--- src/hdl/adcc_cfg.svh ---
// Register map, field positions, reset values and divider codes of the converter control.
// Included by the package user files; holds only definitions.
`ifndef ADCC_CFG_SVH
`define ADCC_CFG_SVH

// Byte addresses on the Avalon-MM slave
`define ADCC_OFF_RES_LOW 5'h00
`define ADCC_OFF_RES_HIGH 5'h04
`define ADCC_OFF_CTRL 5'h08
`define ADCC_OFF_CLKSEL 5'h0C
`define ADCC_OFF_IRQ_STAT 5'h10
`define ADCC_OFF_IRQ_MASK 5'h14

// Control register fields
`define ADCC_CTRL_START 7
`define ADCC_CTRL_PEND 6
`define ADCC_CTRL_PIN_HI 5
`define ADCC_CTRL_PIN_LO 2
`define ADCC_CTRL_CHAN_HI 1
`define ADCC_CTRL_CHAN_LO 0
`define ADCC_CTRL_RST 8'h40

// Clock select register fields
`define ADCC_CLKSEL_TEST 7
`define ADCC_CLKSEL_PWROFF 6
`define ADCC_CLKSEL_DIV_HI 2
`define ADCC_CLKSEL_DIV_LO 0
`define ADCC_CLKSEL_RST 8'h80

// Interrupt status and mask: bit 0 is conversion complete
`define ADCC_IRQ_DONE 0

// Converter clock divider codes
`define ADCC_DIV2 3'h0
`define ADCC_DIV8 3'h1
`define ADCC_DIV32 3'h2
`define ADCC_DIV1 3'h4
`define ADCC_DIV4 3'h5
`define ADCC_DIV16 3'h6

// Result width and number of analog inputs
`define ADCC_RES_W 12
`define ADCC_NUM_CH 4

`endif

--- src/hdl/adcc_pkg.sv ---
// Types shared by the converter control and its successive-approximation sequencer.
// Assumes adcc_cfg.svh is on the include path.
`include "adcc_cfg.svh"

package adcc_pkg;
    typedef logic [`ADCC_RES_W-1:0] adcc_result_t;
    typedef enum logic [1:0] {SAR_IDLE, SAR_SAMPLE, SAR_TRIAL} adcc_sar_state_t;
endpackage

--- src/hdl/adcc_sar.sv ---
// Successive-approximation sequencer: one sample step, then twelve bit trials.
// Assumes a comparator on the same clock, valid in the cycle of each converter tick.
`timescale 1ns/1ps
`include "adcc_cfg.svh"

module adcc_sar (
    // Clock and reset
    input wire logic clock_i,
    input wire logic srst_i,
    // Control
    input wire logic hold_i,
    input wire logic go_i,
    input wire logic tick_i,
    input wire logic comparator_i,
    // Status and result
    output logic busy_o,
    output logic done_o,
    output logic sample_o,
    output adcc_pkg::adcc_result_t dac_code_o,
    output adcc_pkg::adcc_result_t result_o
);
    import adcc_pkg::*;

    adcc_sar_state_t state_reg;
    logic [3:0] idx_reg;
    adcc_result_t kept;
    adcc_result_t one_hot;

    assign one_hot = adcc_result_t'(1) << idx_reg;
    // Comparator high means the input lies above the trial code
    assign kept = comparator_i ? dac_code_o : (dac_code_o & ~one_hot);

    always_ff @(posedge clock_i) begin
        if (srst_i || hold_i) begin
            state_reg <= SAR_IDLE;
            idx_reg <= 4'hB;
            dac_code_o <= '0;
            busy_o <= 1'b0;
            sample_o <= 1'b0;
            done_o <= 1'b0;
        end else begin
            done_o <= 1'b0;
            case (state_reg)
                SAR_IDLE: begin
                    if (go_i) begin
                        state_reg <= SAR_SAMPLE;
                        busy_o <= 1'b1;
                        sample_o <= 1'b1;
                    end
                end
                SAR_SAMPLE: begin
                    if (tick_i) begin
                        state_reg <= SAR_TRIAL;
                        sample_o <= 1'b0;
                        idx_reg <= 4'hB;
                        dac_code_o <= 12'h800;
                    end
                end
                SAR_TRIAL: begin
                    if (tick_i) begin
                        if (idx_reg == 4'h0) begin
                            result_o <= kept;
                            done_o <= 1'b1;
                            busy_o <= 1'b0;
                            state_reg <= SAR_IDLE;
                        end else begin
                            dac_code_o <= kept | (one_hot >> 1);
                            idx_reg <= idx_reg - 4'h1;
                        end
                    end
                end
                default: state_reg <= SAR_IDLE;
            endcase
        end
    end
endmodule

--- src/hdl/adcc_top.sv ---
// Converter control: Avalon-MM registers, start sequencing, clock divider, interrupt.
// Assumes an external analog core with mux, sample/hold, DAC and comparator on clock_i.
//
// Functional notes
// - Four analog inputs feed one converter giving a 12-bit result.
// - High result byte holds result bits 11 to 4.
// - Low result byte holds bits 3 to 0 on top; low nibble reads zero.
// - Both result bytes are read-only; contents undefined after reset.
// - Two-bit channel field routes exactly one input to the converter.
// - One shared converter: conversions run strictly one after another.
// - Start bit 0-1-0 starts; start held high resets converter, pending forced 1.
// - Each pin bit: 0 keeps digital I/O, 1 makes it analog input.
// - All four pin bits zero powers the converter down.
// - Control resets to start 0, pending 1, fields 0; pending read-only.
// - Conversion end clears pending and sets the interrupt request flag.
// - Three-bit divider code selects /2,/8,/32,/1,/4,/16 of the system clock.
// - Separate power-off bit in clock select switches the converter off.
//
// Implementation choices: register access over Avalon-MM and the register addresses.
`timescale 1ns/1ps
`include "adcc_cfg.svh"

module adcc_top (
    // Clock and reset
    input wire logic clock_i,
    input wire logic srst_i,
    // Avalon-MM slave
    input wire logic [4:0] avs_address_i,
    input wire logic avs_read_i,
    input wire logic avs_write_i,
    input wire logic [31:0] avs_writedata_i,
    input wire logic [3:0] avs_byteenable_i,
    output logic [31:0] avs_readdata_o,
    output logic avs_waitrequest_o,
    // Interrupt
    output logic irq_o,
    // Analog core
    input wire logic comparator_i,
    output logic [1:0] channel_select_o,
    output logic [3:0] pin_analog_o,
    output logic converter_enable_o,
    output logic converter_reset_o,
    output logic sample_o,
    output adcc_pkg::adcc_result_t dac_code_o
);
    import adcc_pkg::*;

    // Bus side
    logic wait_reg;
    logic [31:0] rdata_reg;
    logic [31:0] rdata_next;
    logic req;
    logic wr_lane0;

    // Control register
    logic start_reg;
    logic start_prev_reg;
    logic pending_reg;
    logic [3:0] pin_sel_reg;
    logic [1:0] chan_reg;

    // Clock select register
    logic test_reg;
    logic power_off_reg;
    logic [2:0] div_reg;

    // Interrupt
    logic irq_stat_reg;
    logic irq_mask_reg;
    logic irq_reg;

    // Converter timing and outputs
    logic [5:0] div_cnt_reg;
    logic [5:0] ratio;
    logic tick_reg;
    logic enable_reg;
    logic creset_reg;
    logic [1:0] chan_out_reg;
    logic [3:0] pin_out_reg;
    logic hold;
    logic go;
    logic sar_busy;
    logic sar_done;
    adcc_result_t sar_result;

    assign req = avs_read_i | avs_write_i;
    // A write takes effect only on the edge that completes it
    assign wr_lane0 = avs_write_i & ~wait_reg & avs_byteenable_i[0];

    // One wait state: data is captured on the first edge, answered on the next
    always_ff @(posedge clock_i) begin
        if (srst_i) begin
            wait_reg <= 1'b1;
        end else if (req && wait_reg) begin
            wait_reg <= 1'b0;
        end else begin
            wait_reg <= 1'b1;
        end
    end

    always_comb begin
        rdata_next = 32'h0000_0000;
        if (avs_address_i == `ADCC_OFF_RES_LOW) begin
            rdata_next[7:4] = sar_result[3:0];
        end else if (avs_address_i == `ADCC_OFF_RES_HIGH) begin
            rdata_next[7:0] = sar_result[11:4];
        end else if (avs_address_i == `ADCC_OFF_CTRL) begin
            rdata_next[`ADCC_CTRL_START] = start_reg;
            rdata_next[`ADCC_CTRL_PEND] = pending_reg;
            rdata_next[`ADCC_CTRL_PIN_HI:`ADCC_CTRL_PIN_LO] = pin_sel_reg;
            rdata_next[`ADCC_CTRL_CHAN_HI:`ADCC_CTRL_CHAN_LO] = chan_reg;
        end else if (avs_address_i == `ADCC_OFF_CLKSEL) begin
            rdata_next[`ADCC_CLKSEL_TEST] = test_reg;
            rdata_next[`ADCC_CLKSEL_PWROFF] = power_off_reg;
            rdata_next[`ADCC_CLKSEL_DIV_HI:`ADCC_CLKSEL_DIV_LO] = div_reg;
        end else if (avs_address_i == `ADCC_OFF_IRQ_STAT) begin
            rdata_next[`ADCC_IRQ_DONE] = irq_stat_reg;
        end else if (avs_address_i == `ADCC_OFF_IRQ_MASK) begin
            rdata_next[`ADCC_IRQ_DONE] = irq_mask_reg;
        end else begin
            rdata_next = 32'h0000_0000;
        end
    end

    always_ff @(posedge clock_i) begin
        if (srst_i) begin
            rdata_reg <= 32'h0000_0000;
        end else if (avs_read_i && wait_reg) begin
            rdata_reg <= rdata_next;
        end
    end

    // Control register: pending is not writable
    always_ff @(posedge clock_i) begin
        if (srst_i) begin
            start_reg <= 1'b0;
            pin_sel_reg <= 4'h0;
            chan_reg <= 2'h0;
        end else if (wr_lane0 && avs_address_i == `ADCC_OFF_CTRL) begin
            start_reg <= avs_writedata_i[`ADCC_CTRL_START];
            pin_sel_reg <= avs_writedata_i[`ADCC_CTRL_PIN_HI:`ADCC_CTRL_PIN_LO];
            chan_reg <= avs_writedata_i[`ADCC_CTRL_CHAN_HI:`ADCC_CTRL_CHAN_LO];
        end
    end

    always_ff @(posedge clock_i) begin
        if (srst_i) begin
            test_reg <= 1'b1;
            power_off_reg <= 1'b0;
            div_reg <= `ADCC_DIV2;
        end else if (wr_lane0 && avs_address_i == `ADCC_OFF_CLKSEL) begin
            test_reg <= avs_writedata_i[`ADCC_CLKSEL_TEST];
            power_off_reg <= avs_writedata_i[`ADCC_CLKSEL_PWROFF];
            div_reg <= avs_writedata_i[`ADCC_CLKSEL_DIV_HI:`ADCC_CLKSEL_DIV_LO];
        end
    end

    // Start falling edge launches a conversion; high level keeps the core in reset
    always_ff @(posedge clock_i) begin
        if (srst_i) begin
            start_prev_reg <= 1'b0;
        end else begin
            start_prev_reg <= start_reg;
        end
    end

    assign hold = start_reg | ~enable_reg;
    assign go = start_prev_reg & ~start_reg & enable_reg;

    always_ff @(posedge clock_i) begin
        if (srst_i) begin
            pending_reg <= 1'b1;
        end else if (start_reg) begin
            pending_reg <= 1'b1;
        end else if (sar_done) begin
            pending_reg <= 1'b0;
        end
    end

    // Set wins over a write-one-to-clear in the same cycle
    always_ff @(posedge clock_i) begin
        if (srst_i) begin
            irq_stat_reg <= 1'b0;
        end else if (sar_done) begin
            irq_stat_reg <= 1'b1;
        end else if (wr_lane0 && avs_address_i == `ADCC_OFF_IRQ_STAT
                     && avs_writedata_i[`ADCC_IRQ_DONE]) begin
            irq_stat_reg <= 1'b0;
        end
    end

    always_ff @(posedge clock_i) begin
        if (srst_i) begin
            irq_mask_reg <= 1'b0;
        end else if (wr_lane0 && avs_address_i == `ADCC_OFF_IRQ_MASK) begin
            irq_mask_reg <= avs_writedata_i[`ADCC_IRQ_DONE];
        end
    end

    always_ff @(posedge clock_i) begin
        if (srst_i) begin
            irq_reg <= 1'b0;
        end else begin
            irq_reg <= irq_stat_reg & irq_mask_reg;
        end
    end

    // Undefined codes fall back to /2 rather than stopping the converter
    always_comb begin
        case (div_reg)
            `ADCC_DIV2: ratio = 6'h02;
            `ADCC_DIV8: ratio = 6'h08;
            `ADCC_DIV32: ratio = 6'h20;
            `ADCC_DIV1: ratio = 6'h01;
            `ADCC_DIV4: ratio = 6'h04;
            `ADCC_DIV16: ratio = 6'h10;
            default: ratio = 6'h02;
        endcase
    end

    // Divider only runs during a conversion so each step gets a full period
    always_ff @(posedge clock_i) begin
        if (srst_i || !sar_busy || go) begin
            div_cnt_reg <= 6'h00;
            tick_reg <= 1'b0;
        end else if (div_cnt_reg >= ratio - 6'h01) begin
            div_cnt_reg <= 6'h00;
            tick_reg <= 1'b1;
        end else begin
            div_cnt_reg <= div_cnt_reg + 6'h01;
            tick_reg <= 1'b0;
        end
    end

    // Converter power and analog routing
    always_ff @(posedge clock_i) begin
        if (srst_i) begin
            enable_reg <= 1'b0;
            creset_reg <= 1'b1;
            chan_out_reg <= 2'h0;
            pin_out_reg <= 4'h0;
        end else begin
            enable_reg <= ~power_off_reg & (|pin_sel_reg);
            creset_reg <= hold;
            chan_out_reg <= chan_reg;
            pin_out_reg <= pin_sel_reg;
        end
    end

    // A single sequencer instance keeps conversions strictly serial
    adcc_sar u_sar (
        .clock_i(clock_i),
        .srst_i(srst_i),
        .hold_i(hold),
        .go_i(go),
        .tick_i(tick_reg),
        .comparator_i(comparator_i),
        .busy_o(sar_busy),
        .done_o(sar_done),
        .sample_o(sample_o),
        .dac_code_o(dac_code_o),
        .result_o(sar_result)
    );

    assign avs_waitrequest_o = wait_reg;
    assign avs_readdata_o = rdata_reg;
    assign irq_o = irq_reg;
    assign channel_select_o = chan_out_reg;
    assign pin_analog_o = pin_out_reg;
    assign converter_enable_o = enable_reg;
    assign converter_reset_o = creset_reg;
endmodule

--- config.mk ---
export PLATFORM = sky130hd
export DESIGN_NAME = adcc_top
export DESIGN_NICKNAME = d
export VERILOG_FILES = /design/src/hdl/adcc_pkg.sv /design/src/hdl/adcc_sar.sv /design/src/hdl/adcc_top.sv
export VERILOG_INCLUDE_DIRS = /design/src /design/src/hdl
export SDC_FILE = /design/constraint.sdc
export NUM_CORES = 1
export LEC_CHECK = 0
export ABC_AREA = 1
export BUFFER_PORTS_ARGS = -buffer_cell sky130_fd_sc_hd__buf_2
export CORE_MARGIN = 2
export CORE_UTILIZATION = 42
export CTS_CLUSTER_SIZE = 10
export DETAILED_ROUTE_END_ITERATION = 16
export PLACE_DENSITY_LB_ADDON = 0.1
export SKIP_CTS_REPAIR_TIMING = 1
export SYNTH_ARGS = -nofsm -noshare
export SYNTH_HDL_FRONTEND = slang
export SYNTH_HIERARCHICAL = 1
export SYNTH_SLANG_ARGS = --single-unit
--- constraint.sdc ---
create_clock -name clock_i -period 4.3 [get_ports clock_i]
set_input_delay 0.645 -clock clock_i [delete_from_list [all_inputs] [get_ports clock_i]]
set_output_delay 0.645 -clock clock_i [all_outputs]
set_load 0.005 [all_outputs]
# Word-level counts from Yosys, hierarchy flattened

Index checks and enable logic that the tools add are counted.

Reduce and logical (&&, ||, !) cells: 27
Eq/ne operators: 17
Muxes and demuxes: 34
Order comparisons: 1
$add $sub $neg: 3
Shifts and indexed selects: 1
Bitwise gates (word level): 18

Operators by type and width:

| kind                                                                  | count |
|---|---|
| 12-bit 2-to-1 mux                                                     | 4 |
| 6-bit one-hot mux with 5 select lines                                 | 1 |
| 12-bit one-hot mux with 2 select lines                                | 1 |
| 4-bit 2-to-1 mux                                                      | 5 |
| 8-bit 2-to-1 mux                                                      | 2 |
| 4-bit AND reduction                                                   | 4 |
| 12-bit bitwise AND                                                    | 1 |
| 12-bit NOT                                                            | 1 |
| 12-bit by 11-bit bitwise OR with 12-bit output                        | 1 |
| 1-bit by 4-bit left shift with 12-bit output, first input constant    | 1 |
| 1-bit 2-to-1 mux                                                      | 11 |
| 5-bit by 4-bit equality test with 1-bit output, second input constant | 2 |
| 5-bit equality test, second input constant                            | 2 |
| 2-bit 2-to-1 mux                                                      | 5 |
| 3-bit equality test, second input constant                            | 3 |
| 2-bit inequality test, second input constant                          | 4 |
| 4-bit one-hot mux with 2 select lines                                 | 1 |
| 2-bit nonzero test                                                    | 4 |
| 1-bit logical AND                                                     | 7 |
| 1-bit NOT                                                             | 7 |
| 6-bit by 1-bit adder with 6-bit output, second input constant         | 1 |
| 1-bit bitwise AND                                                     | 6 |
| 6-bit >= comparator                                                   | 1 |
| 2-bit one-hot mux with 3 select lines                                 | 1 |
| 20 further kinds                                                      | 25 |

Register bits after elaboration: 74
Output and inout bits: 55
Word-level logic and storage cells: 127

# Logic depth before layout (Yosys ltp)

Gate-level depths: netlist of run 1.

Depth after elaboration: 8
Depth in mapped cells: 11

# Cells and area by module

The synthesis of run 1 kept the hierarchy.

By module, submodules not included:

| module   | instances | cells each | area an instance (µm²) |
|---|---|---|---|
| adcc_top | 1         | 272        | 2,073.2 |
| adcc_sar | 1         | 211        | 1,614.0 |

# Worst setup path before layout of run 1

No wires, ideal clock.

Path type: input port to flip-flop
From: input srst_i
To: register u_sar.result_o[0] (enable)
Data arrival time: 1.888 ns
Slack: 2.016 ns
Required time: 3.904 ns
Stages: 3
Cell sequence: nor2_2 -> inv_1 -> nor3_1

Cells in the longest elaborated chain, start to end: 3

RTL lines:

| item                          | RTL line       | RTL |
|---|---|---|
| start: declaration            | adcc_top.sv:26 | `input wire logic srst_i,` |
| 1-bit logical OR              | adcc_sar.sv:34 | `if (srst_i \|\| hold_i) begin` |
| 1-bit NOT (no line)           | --             |  |
| 4-bit AND reduction (no line) | --             |  |
| end signal: assignment        | adcc_sar.sv:62 | `result_o <= kept;` |
| end: declaration              | adcc_sar.sv:20 | `output adcc_pkg::adcc_result_t result_o` |

No other way between the ends.
A chain may end at the register's enable or synchronous reset.

# Final worst setup path of run 1

From: register div_reg[1]
To: register div_cnt_reg[4]

Cells in the longest elaborated chain, start to end: 5

RTL lines:

| item                                              | RTL line        | RTL |
|---|---|---|
| start: declaration                                | adcc_top.sv:65  | `logic [2:0] div_reg;` |
| start signal: assignment                          | adcc_top.sv:150 | `` div_reg <= `ADCC_DIV2; `` |
| start signal: assignment                          | adcc_top.sv:154 | `` div_reg <= avs_writedata_i[`ADCC_CLKSEL_DIV_HI:`ADCC_CLKSEL_DIV_LO]; `` |
| 3-bit equality test, or another cell as far along | adcc_top.sv:210 | `case (div_reg)` |
| 6-bit one-hot mux with 5 select lines *           | adcc_top.sv:210 |  |
| 6-bit by 1-bit subtractor with 6-bit output *     | adcc_top.sv:226 | `end else if (div_cnt_reg >= ratio - 6'h01) begin` |
| 6-bit >= comparator *                             | adcc_top.sv:226 |  |
| 2-bit OR reduction (no line) *                    | --              |  |
| end signal: assignment                            | adcc_top.sv:230 | `div_cnt_reg <= div_cnt_reg + 6'h01;` |
| end: declaration                                  | adcc_top.sv:73  | `logic [5:0] div_cnt_reg;` |

Every way passes the cells marked *; elsewhere a longest branch is shown, timed or not.

==> key figures, run 1 <==
Synth
  • Cells after Synth: 483
  • Post-synth EDFFs: 12
  • Synth Cell Area: 3690 µm²
  • Synth Register Bits: 74
  • Top_reg_cell synth: dfxtp_1
  • YS warnings: 6
  • Register area share after synthesis: 0.434
  • Distinct cell type count after synthesis: 36
  • Syn Area/Cell: 7.63 µm²
  • Ys async rst share: 0

Route
  • Pre-antenna DRT Iters: 4
  • DRC: 0
  • Antenna Violating Nets Remaining: 0
  • Routed WL: 7680 µm
  • Avg Vias per Cell: 4.72
  • Via Count: 3,041
  • Starting DRT DRC Count: 104
  • Post-DR wirelength/cell: 11.9 µm

STA
  • Setup_tns: 0 ns
  • Hold_ws: 0.434 ns
  • Setup violators final: 0
  • Peak Freq: 493 MHz
  • Final-report hold violation count: 0
  • Slew HR: 0.629
  • Worst-margin pin slew: 0.555 ns
  • Minimum clock period: 2.03 ns
  • Clock Skew: 0.0112 ns
  • Final Cycle Share: 0.472
  • RSZ-0062 raised after global routing: no
  • Slew Limit Fails: 0

Global routing
  • M3 GR Usage: 0.0482
  • GRT Total Usage: 0.167
  • Vias in the first global route: 2,842
  • GRT met2 Usage: 0.278
  • Largest net degree at the start of global routing: 21
  • Global-route wire length before repair: 13,100 µm
  • Gr busiest metal: met2
  • Grt met1 use: 0.214
  • Initial antenna violation count: 0
  • Remaining global-route overflow: 0

Worst setup path
  • Maximum fanout along the worst path: 6
  • FF-to-FF Start: div_reg[1]$_SDFFE_PP0P_
  • Startpoint types: register
  • Req. time, crit path: 4.58 ns
  • Crit path kind: register to register
  • Reg2reg path depth: 10
  • CP arrival: 2.31 ns
  • Setup crit end kind: register
  • R2R setup slack: 2.27 ns
  • Capturing point of the worst reg2reg path: div_cnt_reg[4]$_SDFF_PP0_

CTS
  • CTS tree: done
  • Clock transition at the registers of the reported paths: 0.08 ns
  • Max clock buf depth: 2
  • CTS Buf Count: 9
  • Clk root buf: clkbuf_8
  • H-tree depth: 3
  • Clk sink count: 74
  • Clock latency on the worst-skew pair: 0.34 ns

Finish
  • Synth-to-layout area growth: 11.0%
  • Final layout net count: 589
  • Commonest cells after routing, fill and taps aside: nand2_1, inv_1, dfxtp_1
  • Inserted Diodes: 0
  • Commonest non-fill, non-tap cell in the layout: nand2_1
  • Filler Cell Count: 906
  • Share of cells above drive strength 1: 0.174

Hold path
  • Cell count of the worst hold path: 1
  • Hold Path End: converter_reset_o$_SDFF_PP1_
  • Hold Crit Start: converter_enable_o$_SDFF_PP0_
  • Worst hold path type: register to register

Placement
  • Placer Congestion: 0.806
  • Port buffer count: 49
  • DP HPWL: 5680 µm

Floorplanning
  • Die Footprint: 9540 µm²
  • Initial core utilization: 0.427
  • FP Rows: 34
  • Die width: 97.7 µm
  • Num ports: 101
  • Die height: 97.7 µm
  • Core Area: 8640 µm²

Power and ir drop
  • Lkg Pwr: 1.91 nW
  • VDD IR max: 0.169 mV
  • Pwr/cell area: 311 nW/µm²

Status
  • Status: complete, no violations

Run
  • Max Cap Viol: 0
-- worst max path at each step --
| stage | startpoint | endpoint | cells past startpoint |
|---|---|---|---|
| 4_1_cts | div_reg[1]$_SDFFE_PP0P_ | div_cnt_reg[4]$_SDFF_PP0_ | 10 |
| 2_1_floorplan | srst_i | u_sar/result_o[0]$_DFFE_PP_ | 3 |
| 3_5_place_dp | srst_i | u_sar/result_o[3]$_DFFE_PP_ | 5 |
| 6_report | div_reg[1]$_SDFFE_PP0P_ | div_cnt_reg[4]$_SDFF_PP0_ | 10 |
| 3_3_place_gp | srst_i | u_sar/result_o[3]$_DFFE_PP_ | 5 |
| 5_1_grt | div_reg[1]$_SDFFE_PP0P_ | div_cnt_reg[4]$_SDFF_PP0_ | 10 |
-- cells in the mapped netlist, types with 2 or more instances --
cell        n  share of area
nand2_2     4         0.0068
nor2_4      6          0.018
conb_1      2         0.0020
edfxtp_1   12          0.098
nor2_1     44          0.045
buf_2       3         0.0041
ha_1       12          0.041
nand4_1     8          0.014
a21oi_1    33          0.045
inv_2       7         0.0071
nor3_1      4         0.0054
nand2_1   104           0.11
o21ai_0    20          0.027
nor2_2      2         0.0034
xnor2_1     2         0.0048
clkbuf_1    2         0.0020
nand3_2     2         0.0054
buf_4      28          0.057
o211ai_1    7          0.014
inv_1      63          0.064
nand2_4     2         0.0061
nand3_1    36          0.049
buf_6       2         0.0061
o21bai_1    2         0.0041
o21ai_1     2         0.0027
or2_2       2         0.0034
a41oi_1     2         0.0048
dfxtp_1    62           0.34
-- cell type report --
class	instances	area [µm²]	area share
clock buffer	11	151	0.0370
clock inverter	5	37.5	0.00917
inverter	70	263	0.0642
multi-input combinational	326	1650	0.403
sequential	74	1600	0.391
tap	108	135	0.0330
timing repair buffer	50	253	0.0618
-- metrics by stage --
stage	std cells	area [µm²]	worst slack [ns]	total power, W	utilization
after floorplan	506	3770	2.02	0.000773	-
after global placement	628	3900	1.96	0.000779	0.452
after detailed placement	628	3900	1.94	0.000779	0.452
after CTS	644	4090	2.28	0.00129	0.474
after global routing	644	4090	2.09	0.00133	0.474
final	644	4090	2.27	0.00127	0.474
-- layer usage --
layer / part of all wire / routed length [µm]
met5: 0 / 0
met1: 0.47 / 3610
met2: 0.46 / 3570
met4: 0.014 / 108
met3: 0.051 / 389
-- report_power, final --
part           switching (W)  total (W)  internal (W)
sequential        0.00000244   0.000706      0.000704
combinational      0.0000398  0.0000574     0.0000175
clock               0.000265   0.000508      0.000243
total               0.000307    0.00127      0.000964
-- critical path, cell delays in order (launching register included) --
cell and delay [ns]:
dfxtp_1 0.38, inv_1 0.08, nor2_1 0.16, inv_1 0.08
or2_2 0.27, ha_1 0.27, nand2_1 0.09, inv_1 0.06
o211ai_1 0.11, nand4_1 0.28, a21oi_1 0.19
-- kinds of logic after synthesis --
family,after synthesis,synth area share
compound gates,70,0.106
xor+xnor,3,0.00713
fa+ha+maj,12,0.0407
buf+inv,106,0.141
flops,74,0.434
other cells,2,0.00204
simple gates,216,0.268
Power figures use the tool's default switching activity.
==> inputs of run 2 (changes only) <==
Clock period 4.3 ns to 2.1 ns, I/O delays scaled along.
==> key figures, run 2 (synthesis results as in run 1) <==
STA
  • Slew HR: 0.632
  • Final Cycle Share: 0.915
  • Final worst slack: 0.179 ns
  • Final-report hold violation count: 0
  • Worst-margin pin slew: 0.551 ns
  • Setup violators final: 0
  • RSZ-0062 raised after global routing: no
  • Peak Freq: 521 MHz
  • Setup_tns: 0 ns
  • Slew Limit Fails: 0
  • Hold_ws: 0.189 ns
  • Minimum clock period: 1.92 ns
  • Clock Skew: 0.0118 ns

Finish
  • Share of cells above drive strength 1: 0.183
  • Post-Route Utilization: 0.476
  • Commonest cells after routing, fill and taps aside: nand2_1, inv_1, dfxtp_1
  • Commonest non-fill, non-tap cell in the layout: nand2_1
  • Inserted Diodes: 0
  • Final Instance Count excl. Fillers: 649
  • Final layout net count: 594
  • Synth-to-layout area growth: 11.5%

Global routing
  • Vias in the first global route: 2,958
  • Global-route wire length before repair: 13,600 µm
  • Remaining global-route overflow: 0
  • Initial antenna violation count: 0
  • GRT Total Usage: 0.174
  • Largest net degree at the start of global routing: 21

Route
  • Via Count: 3,065
  • Met2 WL post-DR: 3650 µm
  • Starting DRT DRC Count: 106
  • Avg Vias per Cell: 4.72
  • Pre-antenna DRT Iters: 4
  • Uppermost layer routed: met4
  • Post-DR wirelength/cell: 12.1 µm
  • Antenna Violating Nets Remaining: 0
  • WL met3: 417 µm
  • DRC: 0
  • WL met1: 3740 µm
  • Routed WL: 7880 µm

Placement
  • Dpl ws: 0.127 ns
  • DP HPWL: 5840 µm
  • Port buffer count: 49
  • Placed instance count: 632
  • Placer Congestion: 0.805

CTS
  • H-tree depth: 3
  • Clock latency on the worst-skew pair: 0.34 ns
  • CTS Buf Count: 9
  • Max clock buf depth: 2
  • Clock transition at the registers of the reported paths: 0.08 ns
  • CTS tree: done
  • Clk sink count: 74
  • Clk root buf: clkbuf_8

Worst setup path
  • Reg2reg path depth: 10
  • Startpoint types: register
  • Maximum fanout along the worst path: 6
  • Capturing point of the worst reg2reg path: div_cnt_reg[4]$_SDFF_PP0_
  • Crit path kind: register to register
  • FF-to-FF Start: div_reg[1]$_SDFFE_PP0P_
  • R2R setup slack: 0.18 ns
  • CP arrival: 2.19 ns
  • Crit. Startpoint: div_reg[1]$_SDFFE_PP0P_
  • Setup crit end kind: register
  • Req. time, crit path: 2.37 ns

Run
  • Max Cap Viol: 0

Hold path
  • Worst hold path type: input port to register
  • Hold Crit Start: avs_write_i
  • Cell count of the worst hold path: 2
  • Hold Path End: avs_waitrequest_o$_SDFF_PP1_

Power and ir drop
  • Lkg Pwr: 1.92 nW
  • Pwr/cell area: 615 nW/µm²
  • VDD IR max: 0.267 mV

Floorplanning
  • Initial core utilization: 0.427
  • Die Footprint: 9540 µm²
  • Die width: 97.7 µm
  • Num ports: 101
  • Die height: 97.7 µm
  • FP Rows: 34
  • Core Area: 8640 µm²

Status
  • Status: complete, no violations
-- run 2: per-layer routing --
layer / vias up / GRT usage
li1: 1604 / -
met1: 1369 / 0.224
met2: 85 / 0.289
met3: 7 / 0.0403
met4: 0 / 0.0566
met5: - / 0
-- run 2: power breakdown --
group | total, W | switching (W) | internal, W
clock | 0.000961 | 0.000535 | 0.000426
combinational | 0.000121 | 0.0000826 | 0.0000387
sequential | 0.00145 | 0.00000500 | 0.00144
total | 0.00253 | 0.000623 | 0.00191
-- run 2: worst max-delay path by stage --
stage,to,slack [ns],cells after the start
after global routing,div_cnt_reg[4]$_SDFF_PP0_,0.02,10
after CTS,div_cnt_reg[4]$_SDFF_PP0_,0.11,10
after global placement,div_cnt_reg[4]$_SDFF_PP0_,0.19,10
after floorplan,u_sar/result_o[0]$_DFFE_PP_,0.31,6
final,div_cnt_reg[4]$_SDFF_PP0_,0.18,10
after detailed placement,div_cnt_reg[4]$_SDFF_PP0_,0.13,10
-- run 2: cell type report --
type	count	area [µm²]
fillers	886	4520
multi-input cells	326	1660
flip-flops and latches	74	1600
repair buffers	55	290
inverters	70	263
well taps	108	135
clock buffers	11	131
clock inverters	5	31.3
-- run 2: critical path: stages, from the launching register on --
cell and delay, ns:
dfxtp_2 0.35, inv_1 0.07, nor2_2 0.12, inv_1 0.06
or2_2 0.27, ha_1 0.27, nand2_1 0.09, inv_1 0.05
o211ai_1 0.10, nand4_1 0.28, a21oi_1 0.20
-- run 2: metrics by stage --
step                      power [W]  area, µm²
after floorplan             0.00158       3780
after global placement      0.00160       3940
after detailed placement    0.00160       3940
after CTS                   0.00256       4100
after global routing        0.00264       4110
final                       0.00253       4110
==> inputs of run 3 (changes only) <==
Settings changed: BUFFER_PORTS_ARGS -buffer_cell sky130_fd_sc_hd__buf_2 to -buffer_cell sky130_fd_sc_hd__buf_4.
==> key figures, run 3 (synthesis results as in run 1) <==
Global routing
  • Global-route wire length before repair: 13,400 µm
  • Largest net degree at the start of global routing: 21
  • Vias in the first global route: 2,878
  • Initial antenna violation count: 0
  • GRT Total Usage: 0.173
  • Remaining global-route overflow: 0

Route
  • Routed WL: 7920 µm
  • Antenna Violating Nets Remaining: 0
  • Via Count: 3,020
  • Post-DR wirelength/cell: 12.2 µm
  • Starting DRT DRC Count: 53
  • Avg Vias per Cell: 4.67
  • DRC: 0
  • Pre-antenna DRT Iters: 6

Power and ir drop
  • Pwr/cell area: 655 nW/µm²
  • VDD IR max: 0.349 mV
  • Total power: 0.00280 W
  • Lkg Pwr: 1.96 nW

STA
  • Final-report hold violation count: 0
  • Final Cycle Share: 0.910
  • Slew HR: 0.632
  • Setup violators final: 0
  • Clock Skew: 0.0120 ns
  • Peak Freq: 523 MHz
  • Worst-margin pin slew: 0.551 ns
  • Minimum clock period: 1.91 ns
  • Setup_tns: 0 ns
  • RSZ-0062 raised after global routing: no
  • Hold_ws: 0.180 ns
  • Slew Limit Fails: 0

Placement
  • Port buffer count: 49
  • Placer Congestion: 0.810
  • Placed instance count: 631
  • DP HPWL: 5920 µm

Worst setup path
  • Startpoint types: register
  • Setup crit end kind: register
  • R2R setup slack: 0.19 ns
  • Maximum fanout along the worst path: 6
  • Req. time, crit path: 2.38 ns
  • Reg2reg path depth: 10
  • Critical path endpoint: div_cnt_reg[4]$_SDFF_PP0_
  • CP arrival: 2.19 ns
  • Crit. Startpoint: div_reg[1]$_SDFFE_PP0P_
  • Crit path kind: register to register
  • Capturing point of the worst reg2reg path: div_cnt_reg[4]$_SDFF_PP0_
  • FF-to-FF Start: div_reg[1]$_SDFFE_PP0P_

CTS
  • H-tree depth: 3
  • CTS Buf Count: 9
  • Clock latency on the worst-skew pair: 0.35 ns
  • CTS tree: done
  • Clk root buf: clkbuf_8
  • Clock transition at the registers of the reported paths: 0.08 ns
  • Clk sink count: 74
  • Max clock buf depth: 2

Floorplanning
  • Num ports: 101
  • Die width: 97.7 µm
  • Initial core utilization: 0.427
  • Core Area: 8640 µm²
  • FP Rows: 34
  • Die height: 97.7 µm
  • Die Footprint: 9540 µm²

Finish
  • Commonest cells after routing, fill and taps aside: nand2_1, inv_1, dfxtp_1
  • Commonest non-fill, non-tap cell in the layout: nand2_1
  • Inserted Diodes: 0
  • Final layout net count: 592
  • Filler Cell Count: 885
  • Share of cells above drive strength 1: 0.182
  • Final Instance Count excl. Fillers: 647
  • Multi-input logic area: 1660 µm²
  • Synth-to-layout area growth: 16.1%
  • Register area: 1600 µm²

Status
  • Status: complete, no violations

Hold path
  • Worst hold path type: input port to register

Run
  • Max Cap Viol: 0
[run 3: changes by cell type in the layout (fill, tap and decap cells not counted), sizes merged]
| cell | delta |
|---|---|
| buf | -2 |
| clkbuf | +2 |
| clkinv | -2 |
| bufinv | +1 |
| clkinvlp | -1 |
[run 3: area by class of cell]
type | instances | area share
multi-input combinational | 326 | 0.387
sequential | 74 | 0.374
timing repair buffer | 53 | 0.0930
inverter | 70 | 0.0614
clock buffer | 13 | 0.0421
tap | 108 | 0.0316
clock inverter | 3 | 0.0102
[run 3: how the worst min path moves through the flow]
stage | start | end | cells past startpoint | slack, ns
after floorplan | converter_enable_o$_SDFF_PP0_ | converter_reset_o$_SDFF_PP1_ | 1 | 0.41
after global placement | converter_enable_o$_SDFF_PP0_ | converter_reset_o$_SDFF_PP1_ | 1 | 0.43
after detailed placement | converter_enable_o$_SDFF_PP0_ | converter_reset_o$_SDFF_PP1_ | 1 | 0.43
after CTS | avs_write_i | avs_waitrequest_o$_SDFF_PP1_ | 2 | 0.17
after global routing | avs_write_i | avs_waitrequest_o$_SDFF_PP1_ | 2 | 0.17
final | avs_write_i | avs_waitrequest_o$_SDFF_PP1_ | 2 | 0.18
[run 3: critical path, cell delays in order, from the launching register on]
cell and delay, ns:
dfxtp_2 0.34, inv_1 0.07, nor2_2 0.12, inv_1 0.08, or2_2 0.27, ha_1 0.27
nand2_1 0.08, inv_1 0.05, o211ai_1 0.11, nand4_1 0.27, a21oi_1 0.18
[run 3: power breakdown]
group | internal (W) | leakage [nW] | switching (W) | total (W)
Combinational | 0.0000515 | 1.23 | 0.0000828 | 0.000134
Sequential | 0.00144 | 0.612 | 0.00000522 | 0.00145
Clock | 0.000687 | 0.115 | 0.000537 | 0.00122
[run 3: through the flow]
step,cell area [µm²],worst slack [ns],util
finish,4280,0.189,0.496
global route,4280,0.00349,0.496
CTS,4280,0.0990,0.495
detailed placement,4050,0.117,0.469
global placement,4050,0.198,0.469
floorplan,3780,0.307,-
[run 3: layer usage]
metal	wire length, µm	GRT usage	up-vias
li1	-	-	1601
met1	3660	0.227	1349
met2	3760	0.283	59
met3	367	0.0410	11
met4	140	0.0545	0
met5	0	0	-
